`src/logic/vpiu_defines.svh`:
```
`ifndef VPIU_DEFINES_SVH
`define VPIU_DEFINES_SVH
// Functional notes
// - Eight active-low request inputs; a low level is a pending request.
// - Requests pass pulse-catching latches or bypass them into request reg.
// - Eight-bit mask register, one enable bit per level.
// - Requests ANDed with mask feed encoder giving highest level number.
// - Six mask operations: read, load, bit set, bit clear, set, clear.
// - Status is lowest accepted level; request raised when vector >= status.
// - Vector read loads status with vector plus one, below level seven.
// - Status can be loaded from or read out on its pins anytime.
// - Group advance send and receive move threshold between units.
// - Ripple and parallel disable let higher units inhibit lower ones.
// - Overflow output set when level seven is read.
// - Sixteen microinstructions control mask, status, vector, clearing.
// - Units cascade in groups of eight; one holds lowest group.
// - Instruction lines act only while the gate input is low.
// - Bypass low makes latches catch low pulses; high makes them transparent.
// - All registers and flags update on rising clock edge.
// - Read vector held in three-bit register, selects bit to clear.

// Microinstruction codes
`define OP_MASTER_CLR   4'h0
`define OP_CLR_ALL_REQ  4'h1
`define OP_CLR_REQ_BUS  4'h2
`define OP_CLR_REQ_LAST 4'h3
`define OP_READ_VECTOR  4'h4
`define OP_READ_STATUS  4'h5
`define OP_LOAD_STATUS  4'h6
`define OP_READ_MASK    4'h7
`define OP_LOAD_MASK    4'h8
`define OP_SET_MASK_BUS 4'h9
`define OP_CLR_MASK_BUS 4'ha
`define OP_SET_MASK_ALL 4'hb
`define OP_CLR_MASK_ALL 4'hc
`define OP_DIS_IRQ      4'hd
`define OP_EN_IRQ       4'he
`define OP_NOP          4'hf

// Register byte offsets
`define REG_CTRL    5'h00
`define REG_MASK    5'h04
`define REG_STATUS  5'h08
`define REG_VECTOR  5'h0c
`define REG_REQ     5'h10
`define REG_FLAGS   5'h14

// Field positions and reset values
`define CTRL_BYPASS_BIT 0
`define CTRL_IRQEN_BIT  1
`define MASK_RESET      8'h00
`define STATUS_RESET    3'h0
`define STATUS_TOP      3'h7
`define RESP_OKAY       2'h0
`define RESP_SLVERR     2'h2
`endif

```
`src/logic/vpiu_pkg.sv`:
```
`include "vpiu_defines.svh"
package vpiu_pkg;
  // Microinstruction set
  typedef enum logic [3:0] {
    OP_MASTER_CLR   = `OP_MASTER_CLR,
    OP_CLR_ALL_REQ  = `OP_CLR_ALL_REQ,
    OP_CLR_REQ_BUS  = `OP_CLR_REQ_BUS,
    OP_CLR_REQ_LAST = `OP_CLR_REQ_LAST,
    OP_READ_VECTOR  = `OP_READ_VECTOR,
    OP_READ_STATUS  = `OP_READ_STATUS,
    OP_LOAD_STATUS  = `OP_LOAD_STATUS,
    OP_READ_MASK    = `OP_READ_MASK,
    OP_LOAD_MASK    = `OP_LOAD_MASK,
    OP_SET_MASK_BUS = `OP_SET_MASK_BUS,
    OP_CLR_MASK_BUS = `OP_CLR_MASK_BUS,
    OP_SET_MASK_ALL = `OP_SET_MASK_ALL,
    OP_CLR_MASK_ALL = `OP_CLR_MASK_ALL,
    OP_DIS_IRQ      = `OP_DIS_IRQ,
    OP_EN_IRQ       = `OP_EN_IRQ,
    OP_NOP          = `OP_NOP
  } op_t;
  typedef logic [2:0] level_t;
endpackage : vpiu_pkg

```
`src/logic/vpiu_if.sv`:
```
`timescale 1ns/1ps
// Request path between control and capture stage
interface vpiu_if;
  logic [7:0] reqN;    // Raw active-low requests
  logic [7:0] clr;     // Per-level clear strobes
  logic       bypass;  // Latch bypass
  logic [7:0] req;     // Stored requests
  modport ctrl (output reqN, clr, bypass, input req);
  modport cap  (input reqN, clr, bypass, output req);
endinterface : vpiu_if

```
`src/logic/req_capture.sv`:
```
`timescale 1ns/1ps
// Pulse latches and request register, one slice per level
module req_capture (
  input wire logic clk,    // Clock
  input wire logic rst_n,  // Sync reset, active low
  input wire logic ce,     // Clock enable
  vpiu_if.cap      rq      // Request path
);
  logic [7:0] latch_ff;
  logic [7:0] req_ff;

  assign rq.req = req_ff;

  genvar i;
  generate
    for (i = 0; i < 8; i++) begin : g_lvl
      wire active = ~rq.reqN[i];
      // Latch output, transparent when bypassed
      wire src = rq.bypass ? active : (latch_ff[i] | active);
      // Set term; a bypassed latch follows its line and keeps nothing
      wire held = (latch_ff[i] & ~rq.clr[i]) | active;
      // Catch a low pulse; new request beats a clear
      always_ff @(posedge clk) begin
        if (!rst_n) begin
          latch_ff[i] <= 1'b0;
          req_ff[i]   <= 1'b0;
        end else if (ce) begin
          latch_ff[i] <= rq.bypass ? active : held;
          req_ff[i]   <= (src & ~rq.clr[i]) | active;
        end
      end
    end
  endgenerate
endmodule : req_capture

```
`src/logic/prio_encoder.sv`:
```
`timescale 1ns/1ps
// Mask gating and eight-to-three priority encoder
module prio_encoder (
  input  wire logic [7:0]            req,   // Stored requests
  input  wire logic [7:0]            mask,  // Level enables
  output vpiu_pkg::level_t           vec,   // Highest unmasked level
  output logic                       any    // Any unmasked request
);
  wire [7:0] live = req & mask;

  // Highest numbered live level wins
  always_comb begin
    vec = 3'h0;
    for (int k = 0; k < 8; k++) begin
      if (live[k]) begin
        vec = k[2:0];
      end
    end
  end

  assign any = |live;
endmodule : prio_encoder

```
`src/logic/vectored_priority_interrupt_unit.sv`:
```
`timescale 1ns/1ps
`include "vpiu_defines.svh"
// Eight-level vectored priority interrupt unit with AXI4-Lite access
module vectored_priority_interrupt_unit (
  input  wire logic        clk,              // 25 MHz clock
  input  wire logic        rst_n,            // Sync reset, active low
  input  wire logic        ce,               // Clock enable
  input  wire logic [7:0]  reqN,             // Requests, active low
  input  wire logic        latchBypass,      // Latch bypass pin
  input  wire logic [3:0]  instr,            // Microinstruction
  input  wire logic        microcodeGateN,   // Instruction gate, low
  input  wire logic [7:0]  dataIn,           // Mask and clear bus in
  input  wire logic [2:0]  statusIn,         // Status pins in
  input  wire logic        groupAdvRecv,     // Carry in from lower
  input  wire logic        rippleDisIn,      // Inhibit from higher
  output logic             irqReq,           // Interrupt request
  output logic [2:0]       vectorOut,        // Held vector
  output logic [2:0]       statusOut,        // Status pins out
  output logic [7:0]       busOut,           // Read-out data
  output logic             busOutValid,      // Read-out strobe
  output logic             groupAdvSend,     // Carry out to higher
  output logic             rippleDisOut,     // Inhibit to lower
  output logic             parallelDisOut,   // Own request present
  output logic             statusOvf,        // Status overflow
  input  wire logic [4:0]  awaddr,           // AXI write address
  input  wire logic        awvalid,          // AXI
  output logic             awready,          // AXI
  input  wire logic [31:0] wdata,            // AXI write data
  input  wire logic [3:0]  wstrb,            // AXI byte enables
  input  wire logic        wvalid,           // AXI
  output logic             wready,           // AXI
  output logic [1:0]       bresp,            // AXI
  output logic             bvalid,           // AXI
  input  wire logic        bready,           // AXI
  input  wire logic [4:0]  araddr,           // AXI read address
  input  wire logic        arvalid,          // AXI
  output logic             arready,          // AXI
  output logic [31:0]      rdata,            // AXI read data
  output logic [1:0]       rresp,            // AXI
  output logic             rvalid,           // AXI
  input  wire logic        rready            // AXI
);
  // State
  logic [7:0]       mask_ff;
  vpiu_pkg::level_t status_ff;
  vpiu_pkg::level_t vecHold_ff;
  logic             vecClrEn_ff;
  logic             ovf_ff;
  logic             irqEn_ff;
  logic             bypassReg_ff;
  logic             irq_ff;
  logic [7:0]       busOut_ff;
  logic             busOutValid_ff;
  logic             gaSend_ff;
  logic             ripOut_ff;
  logic             parOut_ff;
  // Bus slave state
  logic             awHave_ff;
  logic             wHave_ff;
  logic [4:0]       awAddr_ff;
  logic [31:0]      wData_ff;
  logic [3:0]       wStrb_ff;
  logic             bvalid_ff;
  logic [1:0]       bresp_ff;
  logic             rvalid_ff;
  logic [31:0]      rdata_ff;
  logic [1:0]       rresp_ff;
  logic             awready_ff;
  logic             wready_ff;
  logic             arready_ff;

  vpiu_pkg::level_t vec;
  logic             anyReq;
  vpiu_if           rq ();

  // Request capture and encoding
  assign rq.reqN   = reqN;
  assign rq.bypass = latchBypass | bypassReg_ff;

  req_capture u_cap (
    .clk   (clk),
    .rst_n (rst_n),
    .ce    (ce),
    .rq    (rq)
  );

  prio_encoder u_enc (
    .req  (rq.req),
    .mask (mask_ff),
    .vec  (vec),
    .any  (anyReq)
  );

  // Microinstruction decode, gated by instruction enable
  wire                gate = ~microcodeGateN;
  vpiu_pkg::op_t      op;
  assign op = vpiu_pkg::op_t'(instr);
  wire opMclr    = gate && op == vpiu_pkg::OP_MASTER_CLR;
  wire opClrAll  = gate && op == vpiu_pkg::OP_CLR_ALL_REQ;
  wire opClrBus  = gate && op == vpiu_pkg::OP_CLR_REQ_BUS;
  wire opClrLast = gate && op == vpiu_pkg::OP_CLR_REQ_LAST;
  wire opRdVec   = gate && op == vpiu_pkg::OP_READ_VECTOR;
  wire opRdStat  = gate && op == vpiu_pkg::OP_READ_STATUS;
  wire opLdStat  = gate && op == vpiu_pkg::OP_LOAD_STATUS;
  wire opRdMask  = gate && op == vpiu_pkg::OP_READ_MASK;
  wire opLdMask  = gate && op == vpiu_pkg::OP_LOAD_MASK;
  wire opSetBits = gate && op == vpiu_pkg::OP_SET_MASK_BUS;
  wire opClrBits = gate && op == vpiu_pkg::OP_CLR_MASK_BUS;
  wire opSetAll  = gate && op == vpiu_pkg::OP_SET_MASK_ALL;
  wire opClrMAll = gate && op == vpiu_pkg::OP_CLR_MASK_ALL;
  wire opDisIrq  = gate && op == vpiu_pkg::OP_DIS_IRQ;
  wire opEnIrq   = gate && op == vpiu_pkg::OP_EN_IRQ;
  wire opMaskAny = opLdMask | opSetBits | opClrBits | opSetAll | opClrMAll;

  // Bus write and read strobes
  wire wrFire  = awHave_ff && wHave_ff && !bvalid_ff;
  wire wrCtrl  = wrFire && awAddr_ff == `REG_CTRL && wStrb_ff[0];
  wire wrMask  = wrFire && awAddr_ff == `REG_MASK && wStrb_ff[0];
  wire wrStat  = wrFire && awAddr_ff == `REG_STATUS && wStrb_ff[0];
  wire wrReq   = wrFire && awAddr_ff == `REG_REQ && wStrb_ff[0];
  wire wrOk    = awAddr_ff == `REG_CTRL || awAddr_ff == `REG_MASK
              || awAddr_ff == `REG_STATUS || awAddr_ff == `REG_REQ;
  wire rdFire  = arvalid && arready_ff;
  wire rdVecBus = rdFire && araddr == `REG_VECTOR;

  // Vector read from either side advances status
  wire vecRead = opRdVec | rdVecBus;
  wire topRead = vecRead && vec == `STATUS_TOP;
  wire ldStat  = opLdStat | wrStat;

  // Mask next value; microinstruction beats bus write
  logic [7:0] nxt_mask;
  always_comb begin
    nxt_mask = mask_ff;
    if (opMclr) begin
      nxt_mask = `MASK_RESET;
    end else if (opLdMask) begin
      nxt_mask = dataIn;
    end else if (opSetBits) begin
      nxt_mask = mask_ff | dataIn;
    end else if (opClrBits) begin
      nxt_mask = mask_ff & ~dataIn;
    end else if (opSetAll) begin
      nxt_mask = 8'hff;
    end else if (opClrMAll) begin
      nxt_mask = 8'h00;
    end else if (wrMask) begin
      nxt_mask = wData_ff[7:0];
    end
  end

  // Status next value
  vpiu_pkg::level_t nxt_status;
  always_comb begin
    nxt_status = status_ff;
    if (opMclr || groupAdvRecv) begin
      nxt_status = `STATUS_RESET;
    end else if (opLdStat) begin
      nxt_status = statusIn;
    end else if (wrStat) begin
      nxt_status = wData_ff[2:0];
    end else if (vecRead && anyReq && !topRead) begin
      nxt_status = vec + 3'h1;
    end
  end

  // Clear strobes for latches and request register
  wire [7:0] lastBit = 8'h01 << vecHold_ff;
  assign rq.clr = ({8{opMclr | opClrAll}})
                | ({8{opClrBus}} & dataIn)
                | ({8{opClrLast & vecClrEn_ff}} & lastBit)
                | ({8{wrReq}} & wData_ff[7:0]);

  // Accept and inhibit terms for the cascade
  wire accept  = anyReq && vec >= status_ff;
  wire nxtIrq  = accept && irqEn_ff && !rippleDisIn
              && !ovf_ff;

  // Mask, status, vector hold and flags
  always_ff @(posedge clk) begin
    if (!rst_n) begin
      mask_ff      <= `MASK_RESET;
      status_ff    <= `STATUS_RESET;
      vecHold_ff   <= 3'h0;
      vecClrEn_ff  <= 1'b0;
      irqEn_ff     <= 1'b1;
      bypassReg_ff <= 1'b0;
    end else if (ce) begin
      mask_ff   <= nxt_mask;
      status_ff <= nxt_status;
      if (vecRead) begin
        vecHold_ff  <= vec;
        vecClrEn_ff <= anyReq;
      end else if (opMclr) begin
        vecClrEn_ff <= 1'b0;
      end
      if (opMclr || opEnIrq) begin
        irqEn_ff <= 1'b1;
      end else if (opDisIrq) begin
        irqEn_ff <= 1'b0;
      end else if (wrCtrl) begin
        irqEn_ff <= wData_ff[`CTRL_IRQEN_BIT];
      end
      if (wrCtrl) begin
        bypassReg_ff <= wData_ff[`CTRL_BYPASS_BIT];
      end
    end
  end

  // Overflow flag: set by top-level read, set wins over reload
  always_ff @(posedge clk) begin
    if (!rst_n) begin
      ovf_ff <= 1'b0;
    end else if (ce) begin
      if (topRead && anyReq) begin
        ovf_ff <= 1'b1;
      end else if (ldStat || opMclr || groupAdvRecv) begin
        ovf_ff <= 1'b0;
      end
    end
  end

  // Registered pin outputs
  always_ff @(posedge clk) begin
    if (!rst_n) begin
      irq_ff         <= 1'b0;
      gaSend_ff      <= 1'b0;
      ripOut_ff      <= 1'b0;
      parOut_ff      <= 1'b0;
      busOut_ff      <= 8'h00;
      busOutValid_ff <= 1'b0;
    end else if (ce) begin
      irq_ff    <= nxtIrq;
      gaSend_ff <= topRead && anyReq;
      ripOut_ff <= rippleDisIn | (accept && !ovf_ff);
      parOut_ff <= accept && !ovf_ff;
      busOutValid_ff <= opRdVec | opRdStat | opRdMask;
      if (opRdVec) begin
        busOut_ff <= {5'h00, vec};
      end else if (opRdStat) begin
        busOut_ff <= {5'h00, status_ff};
      end else if (opRdMask) begin
        busOut_ff <= mask_ff;
      end
    end
  end

  assign irqReq         = irq_ff;
  assign vectorOut      = vecHold_ff;
  assign statusOut      = status_ff;
  assign busOut         = busOut_ff;
  assign busOutValid    = busOutValid_ff;
  assign groupAdvSend   = gaSend_ff;
  assign rippleDisOut   = ripOut_ff;
  assign parallelDisOut = parOut_ff;
  assign statusOvf      = ovf_ff;

  // Read data mux
  logic [31:0] rdMux;
  logic        rdHit;
  always_comb begin
    rdMux = 32'h0000_0000;
    rdHit = 1'b1;
    case (araddr)
      `REG_CTRL:   rdMux = {30'h0, irqEn_ff, bypassReg_ff};
      `REG_MASK:   rdMux = {24'h0, mask_ff};
      `REG_STATUS: rdMux = {29'h0, status_ff};
      `REG_VECTOR: rdMux = {28'h0, anyReq, vec};
      `REG_REQ:    rdMux = {24'h0, rq.req};
      `REG_FLAGS:  rdMux = {24'h0, vecHold_ff, vecClrEn_ff,
                            ovf_ff, parOut_ff, irq_ff, anyReq};
      default:     rdHit = 1'b0;
    endcase
  end

  // Write channels, taken in either order
  always_ff @(posedge clk) begin
    if (!rst_n) begin
      awHave_ff  <= 1'b0;
      wHave_ff   <= 1'b0;
      awAddr_ff  <= 5'h00;
      wData_ff   <= 32'h0000_0000;
      wStrb_ff   <= 4'h0;
      awready_ff <= 1'b0;
      wready_ff  <= 1'b0;
      bvalid_ff  <= 1'b0;
      bresp_ff   <= `RESP_OKAY;
    end else if (ce) begin
      awready_ff <= !awHave_ff && !(awvalid && awready_ff);
      wready_ff  <= !wHave_ff && !(wvalid && wready_ff);
      if (awvalid && awready_ff) begin
        awHave_ff <= 1'b1;
        awAddr_ff <= awaddr;
      end else if (wrFire) begin
        awHave_ff <= 1'b0;
      end
      if (wvalid && wready_ff) begin
        wHave_ff <= 1'b1;
        wData_ff <= wdata;
        wStrb_ff <= wstrb;
      end else if (wrFire) begin
        wHave_ff <= 1'b0;
      end
      if (wrFire) begin
        bvalid_ff <= 1'b1;
        bresp_ff  <= wrOk ? `RESP_OKAY : `RESP_SLVERR;
      end else if (bready) begin
        bvalid_ff <= 1'b0;
      end
    end
  end

  // Read channel, one outstanding read
  always_ff @(posedge clk) begin
    if (!rst_n) begin
      arready_ff <= 1'b0;
      rvalid_ff  <= 1'b0;
      rdata_ff   <= 32'h0000_0000;
      rresp_ff   <= `RESP_OKAY;
    end else if (ce) begin
      arready_ff <= !rvalid_ff && !rdFire;
      if (rdFire) begin
        rvalid_ff <= 1'b1;
        rdata_ff  <= rdMux;
        rresp_ff  <= rdHit ? `RESP_OKAY : `RESP_SLVERR;
      end else if (rready) begin
        rvalid_ff <= 1'b0;
      end
    end
  end

  assign awready = awready_ff;
  assign wready  = wready_ff;
  assign bvalid  = bvalid_ff;
  assign bresp   = bresp_ff;
  assign arready = arready_ff;
  assign rvalid  = rvalid_ff;
  assign rdata   = rdata_ff;
  assign rresp   = rresp_ff;
endmodule : vectored_priority_interrupt_unit

```
`config.mk`:
```
export PLATFORM = sky130hd
export DESIGN_NAME = vectored_priority_interrupt_unit
export DESIGN_NICKNAME = d
export VERILOG_FILES = /design/src/logic/vpiu_pkg.sv /design/src/logic/vpiu_if.sv /design/src/logic/req_capture.sv /design/src/logic/prio_encoder.sv /design/src/logic/vectored_priority_interrupt_unit.sv
export VERILOG_INCLUDE_DIRS = /design/src /design/src/logic
export SDC_FILE = /design/constraint.sdc
export NUM_CORES = 1
export LEC_CHECK = 0
export BUFFER_PORTS_ARGS = -buffer_cell sky130_fd_sc_hd__clkbuf_2
export CORE_ASPECT_RATIO = 1.4
export CORE_MARGIN = 1.5
export CORE_UTILIZATION = 52
export CTS_CLUSTER_SIZE = 28
export DETAILED_ROUTE_END_ITERATION = 10
export PLACE_DENSITY = 0.83
export SLEW_MARGIN = 25
export SYNTH_ARGS = -nofsm -noshare
export SYNTH_HDL_FRONTEND = slang
export SYNTH_SLANG_ARGS = --single-unit
```
`constraint.sdc`:
```
create_clock -name clk -period 2.8 [get_ports clk]
set_input_delay 0.56 -clock clk [delete_from_list [all_inputs] [get_ports clk]]
set_output_delay 0.56 -clock clk [all_outputs]
set_load 0.05 [all_outputs]
```
==> impl_summary.txt <==
----------------------------------------------------
[CTS]
  Clk_lat worst skew ... about 340 ps
  Hold-fix buffer count after cts ... 0
  TritonCTS clock tree ... yes
  Cts bufs inserted ... 9
  Clock transition at the register clock pins on the worst setup and hold paths after CTS ... 60 ps
  Number of clock sinks ... 78
  Post-cts resize count ... 0
  Max Buffers Root-to-Sink ... 2
  Clock Tree Root ... clkbuf_16
  Number of levels the H-tree was split into ... 3
  Buffer count from post-CTS setup fixing ... 0

[Yosys]
  Simple-gate area share of the yosys netlist ... a little over a quarter
  Adder-Cell Fraction of Synth Area ... 1.60%
  Largest family of logic cells by synthesized area ... simple AND/OR/NAND/NOR gates
  Commonest register cell after synthesis ... dfxtp_1
  Distinct cells, synth ... 61
  Area of the mapped netlist ... 4530 sq um
  Number of flops mapped to enable cells by yosys ... 0
  Syn Inst Count ... about 600
  Area share of xor/xnor cells in the synthesized design ... 0.387%
  Number of synthesis warnings ... 0
  Synth Register Bits ... 78
  Post-synthesis sequential area ratio ... 34.5%
  Compound-gate portion of the synthesized area ... between 20% and 30%
  Fraction of synthesized area in multiplexers ... 4.48%
  Asr flop ratio synth ... 0%
  Synthesized area per cell ... 7.59 sq um

[Die]
  Number of standard-cell rows in the floorplan ... 40
  Horizontal die dimension ... 81.8 microns
  Initial core utilization ... 53.2%
  Die height ... 113 microns
  Top Ports ... 142
  DIE AREA ... about 9300 sq um
  Area of the core region ... ~8500 sq um

[Run]
  Reported max-cap violation count ... 0

[Hold path]
  Startpoint of the tightest hold check path ... wstrb[0]
  Path class of the lowest-slack min-delay path ... in -> reg

[Pwr]
  Switch share ... 28.9%
  Reg power frac ... 44.3%
  Peak supply drop ... 341 uV
  Net switching power figure ... between 0.7 and 0.8 mW
  Areal power density over the cells ... 509 nW/um^2
  Internal Pwr Total ... 1.90 mW
  Portion of total power attributed to combinational logic ... 14.9%
  Clock share of power ... 40.8%
  Static leakage power ... ~2.2 nW
  Post-route total power ... 2.67 mW

[Setup path]
  Worst Setup SP ... mask_ff[2]$_SDFFE_PN0P_
  Endpoint required time on the critical path ... 3030 ps
  Type of element launching the critical path ... flop
  Beginning of the worst register-to-register path ... mask_ff[2]$_SDFFE_PN0P_
  Worst Path Arrival ... 2870 ps
  Worst path cell trace ... nand2_1, a32oi_1, o21ai_0, ha_1, ha_1, inv_1, o211ai_2, and2_4, o41ai_2
  Max stage delay on crit path ... 530 ps
  Type of destination of the critical path ... flop
  Largest delay share family, worst path ... compound AO/OA/AOI/OAI gates
  Worst-path cell with the longest stage delay ... dfxtp_1
  Critical Path Most Common Cell ... ha_1
  Maximum net fanout on the critical path ... 7
  Worst Path Class, Setup ... reg -> reg
  Worst Path Buf+Inv ... 1

[Run status]
  Status ... completed

[Global route]
  GR Overflow Total ... 0
  Overall routing resource usage ... between 30% and 40%
  First-pass GRT wire length ... 21800 microns
  Via count of the first global-routing pass ... 4527
  Initial antenna violation count ... 0
  Largest net degree at the start of global routing ... 42

[Final layout]
  Post-synthesis to final-layout area growth ... 15.8%
  Fraction of final layout cells sized beyond drive strength 1 ... 19.2%
  Total inserted antenna cells ... 0
  Final #Nets ... 760
  Most frequent cells in the layout ... nand2_1, clkbuf_2, dfxtp_1
  Most common cell after layout, fill and taps aside ... nand2_1
  Share of the core filled with cells in the final layout ... 61.6%
  Final std cells w/o fill ... between 700 and 800

[Routing]
  Number of search-and-repair iterations in the first detailed-routing pass ... 7
  Average vias per placed instance ... 6.14
  Total via count after detailed routing ... 4807
  Final routed wire length divided by cell count ... 17.5 microns
  Iter 0 DRT Violations ... 316
  DRC violations left ... 0
  Highest metal layer used by the detailed router ... met4
  Post-route met1 wirelength ... 5070 microns
  Post-detailed-route count of antenna-violating nets ... 0
  Met3 routed WL ... 1170 microns
  Overall routed net length ... 13700 microns
  Metal2 WL ... 6950 microns

[Timing]
  Max_slew headroom ... approximately 50%
  Final hold violation count ... 0
  Final Skew ... 7.42 ps
  RSZ-0062 raised after global routing ... false
  Final sum of negative setup slack ... 0 ps
  Setup violation total in the final timing report ... 0
  Highest clock rate ... 378 MHz
  Min cycle time layout ... ~2600 ps
  Final period util ... between 90% and 100%
  Max Transition Viols Final ... 0
  Worst-Margin Slew ... 748 ps

[Place]
  Placed Cells ... ~770
  Count of buffers inserted at the top-level ports ... 88
  Post-DP HPWL ... around 10000 microns
  Routability congestion estimate ... 0.954

----------------------------------------------------
==> tightest hold or removal path: cells and delay by family <==
family          cells  cell delay [ps]
compound gates      1               50
simple gates        1               50
buf+inv             1               80
==> per-layer routing <==
metal	vias up	global-route usage [%]
met1	2228	35.8
met5	-	0
met2	286	51.5
li1	2241	-
met3	52	5.68
met4	0	16.4
==> power groups by stage <==
stage | registers [mW] | clock network [mW] | logic (mW)
after floorplan | 1.22 | 0 | 0.284
after global placement | 1.20 | 0 | 0.382
after detailed placement | 1.20 | 0 | 0.390
after CTS | 1.18 | 1.09 | 0.392
after global routing | 1.19 | 1.14 | 0.429
final | 1.18 | 1.09 | 0.398
==> kinds of logic (layout without fill, tap and decap cells) <==
kind of cell / after synthesis / after routing
adder cells (fa/ha/maj): 6 / 6
buffers and inverters: 78 / 135
XOR/XNOR: 2 / 2
flip-flops: 78 / 78
AND/OR/NAND/NOR: 258 / 258
other: 1 / 26
AO/OA/AOI/OAI: 154 / 154
multiplexers: 19 / 19
==> registers in the layout (all words and copies together), names as in the netlist, 3 cells and up <==
signal          cells
u_cap.latch_ff      8
awAddr_ff           5
mask_ff             8
vectorOut           3
rdata               8
u_cap.rq.req        8
statusOut           3
wData_ff            8
busOut              8
==> metrics by stage <==
step | setup slack [ps] | instance area [sq um] | hold WS, ps
floorplan | 765 | 4620 | 434
global placement | 429 | 4960 | 441
detailed placement | 273 | 4960 | 449
CTS | 261 | 5240 | 440
global route | 99.6 | 5240 | 447
finish | 157 | 5240 | 439
==> final cells by class <==
| class | count | area (sq um) |
|---|---|---|
| clock buffers | 11 | 253 |
| clock inverters | 4 | 22.5 |
| fillers | 771 | 3270 |
| inverters | 19 | 71.3 |
| multi-input cells | 465 | 2660 |
| flip-flops and latches | 78 | 1560 |
| well taps | 105 | 131 |
| repair buffers | 101 | 538 |
==> cells in the mapped netlist (6+ instances only) <==
| cell | n | area (sq um) |
|---|---|---|
| a32o_1 | 13 | 130 |
| a31oi_1 | 7 | 43.8 |
| nand2b_1 | 6 | 37.5 |
| clkbuf_1 | 25 | 93.8 |
| mux2i_1 | 18 | 180 |
| inv_1 | 18 | 67.6 |
| a21oi_1 | 57 | 285 |
| nor2b_1 | 16 | 100 |
| nor2_1 | 63 | 236 |
| buf_4 | 26 | 195 |
| a2bb2oi_1 | 8 | 70.1 |
| nor3_1 | 19 | 95.1 |
| o22ai_1 | 9 | 56.3 |
| a211oi_1 | 12 | 90.1 |
| dfxtp_1 | 78 | 1560 |
| nand2_1 | 91 | 342 |
| o21ai_0 | 9 | 45.0 |
| a21boi_0 | 8 | 60.1 |
| nand3_1 | 29 | 145 |
| a22oi_1 | 7 | 52.6 |
==> final timing paths <==
kind / cells after the start / slack [ps] / endpoint
worst min register to register: 2 / 460 / busOut[4]$_SDFFE_PN0P_
worst max register to register: 9 / 160 / statusOut[2]$_SDFFE_PN0P_
worst min-delay path: 3 / 440 / wStrb_ff[0]$_SDFFE_PN0P_
worst max-delay path: 9 / 160 / statusOut[2]$_SDFFE_PN0P_
Note: power is estimated with default switching activity, not from simulation.
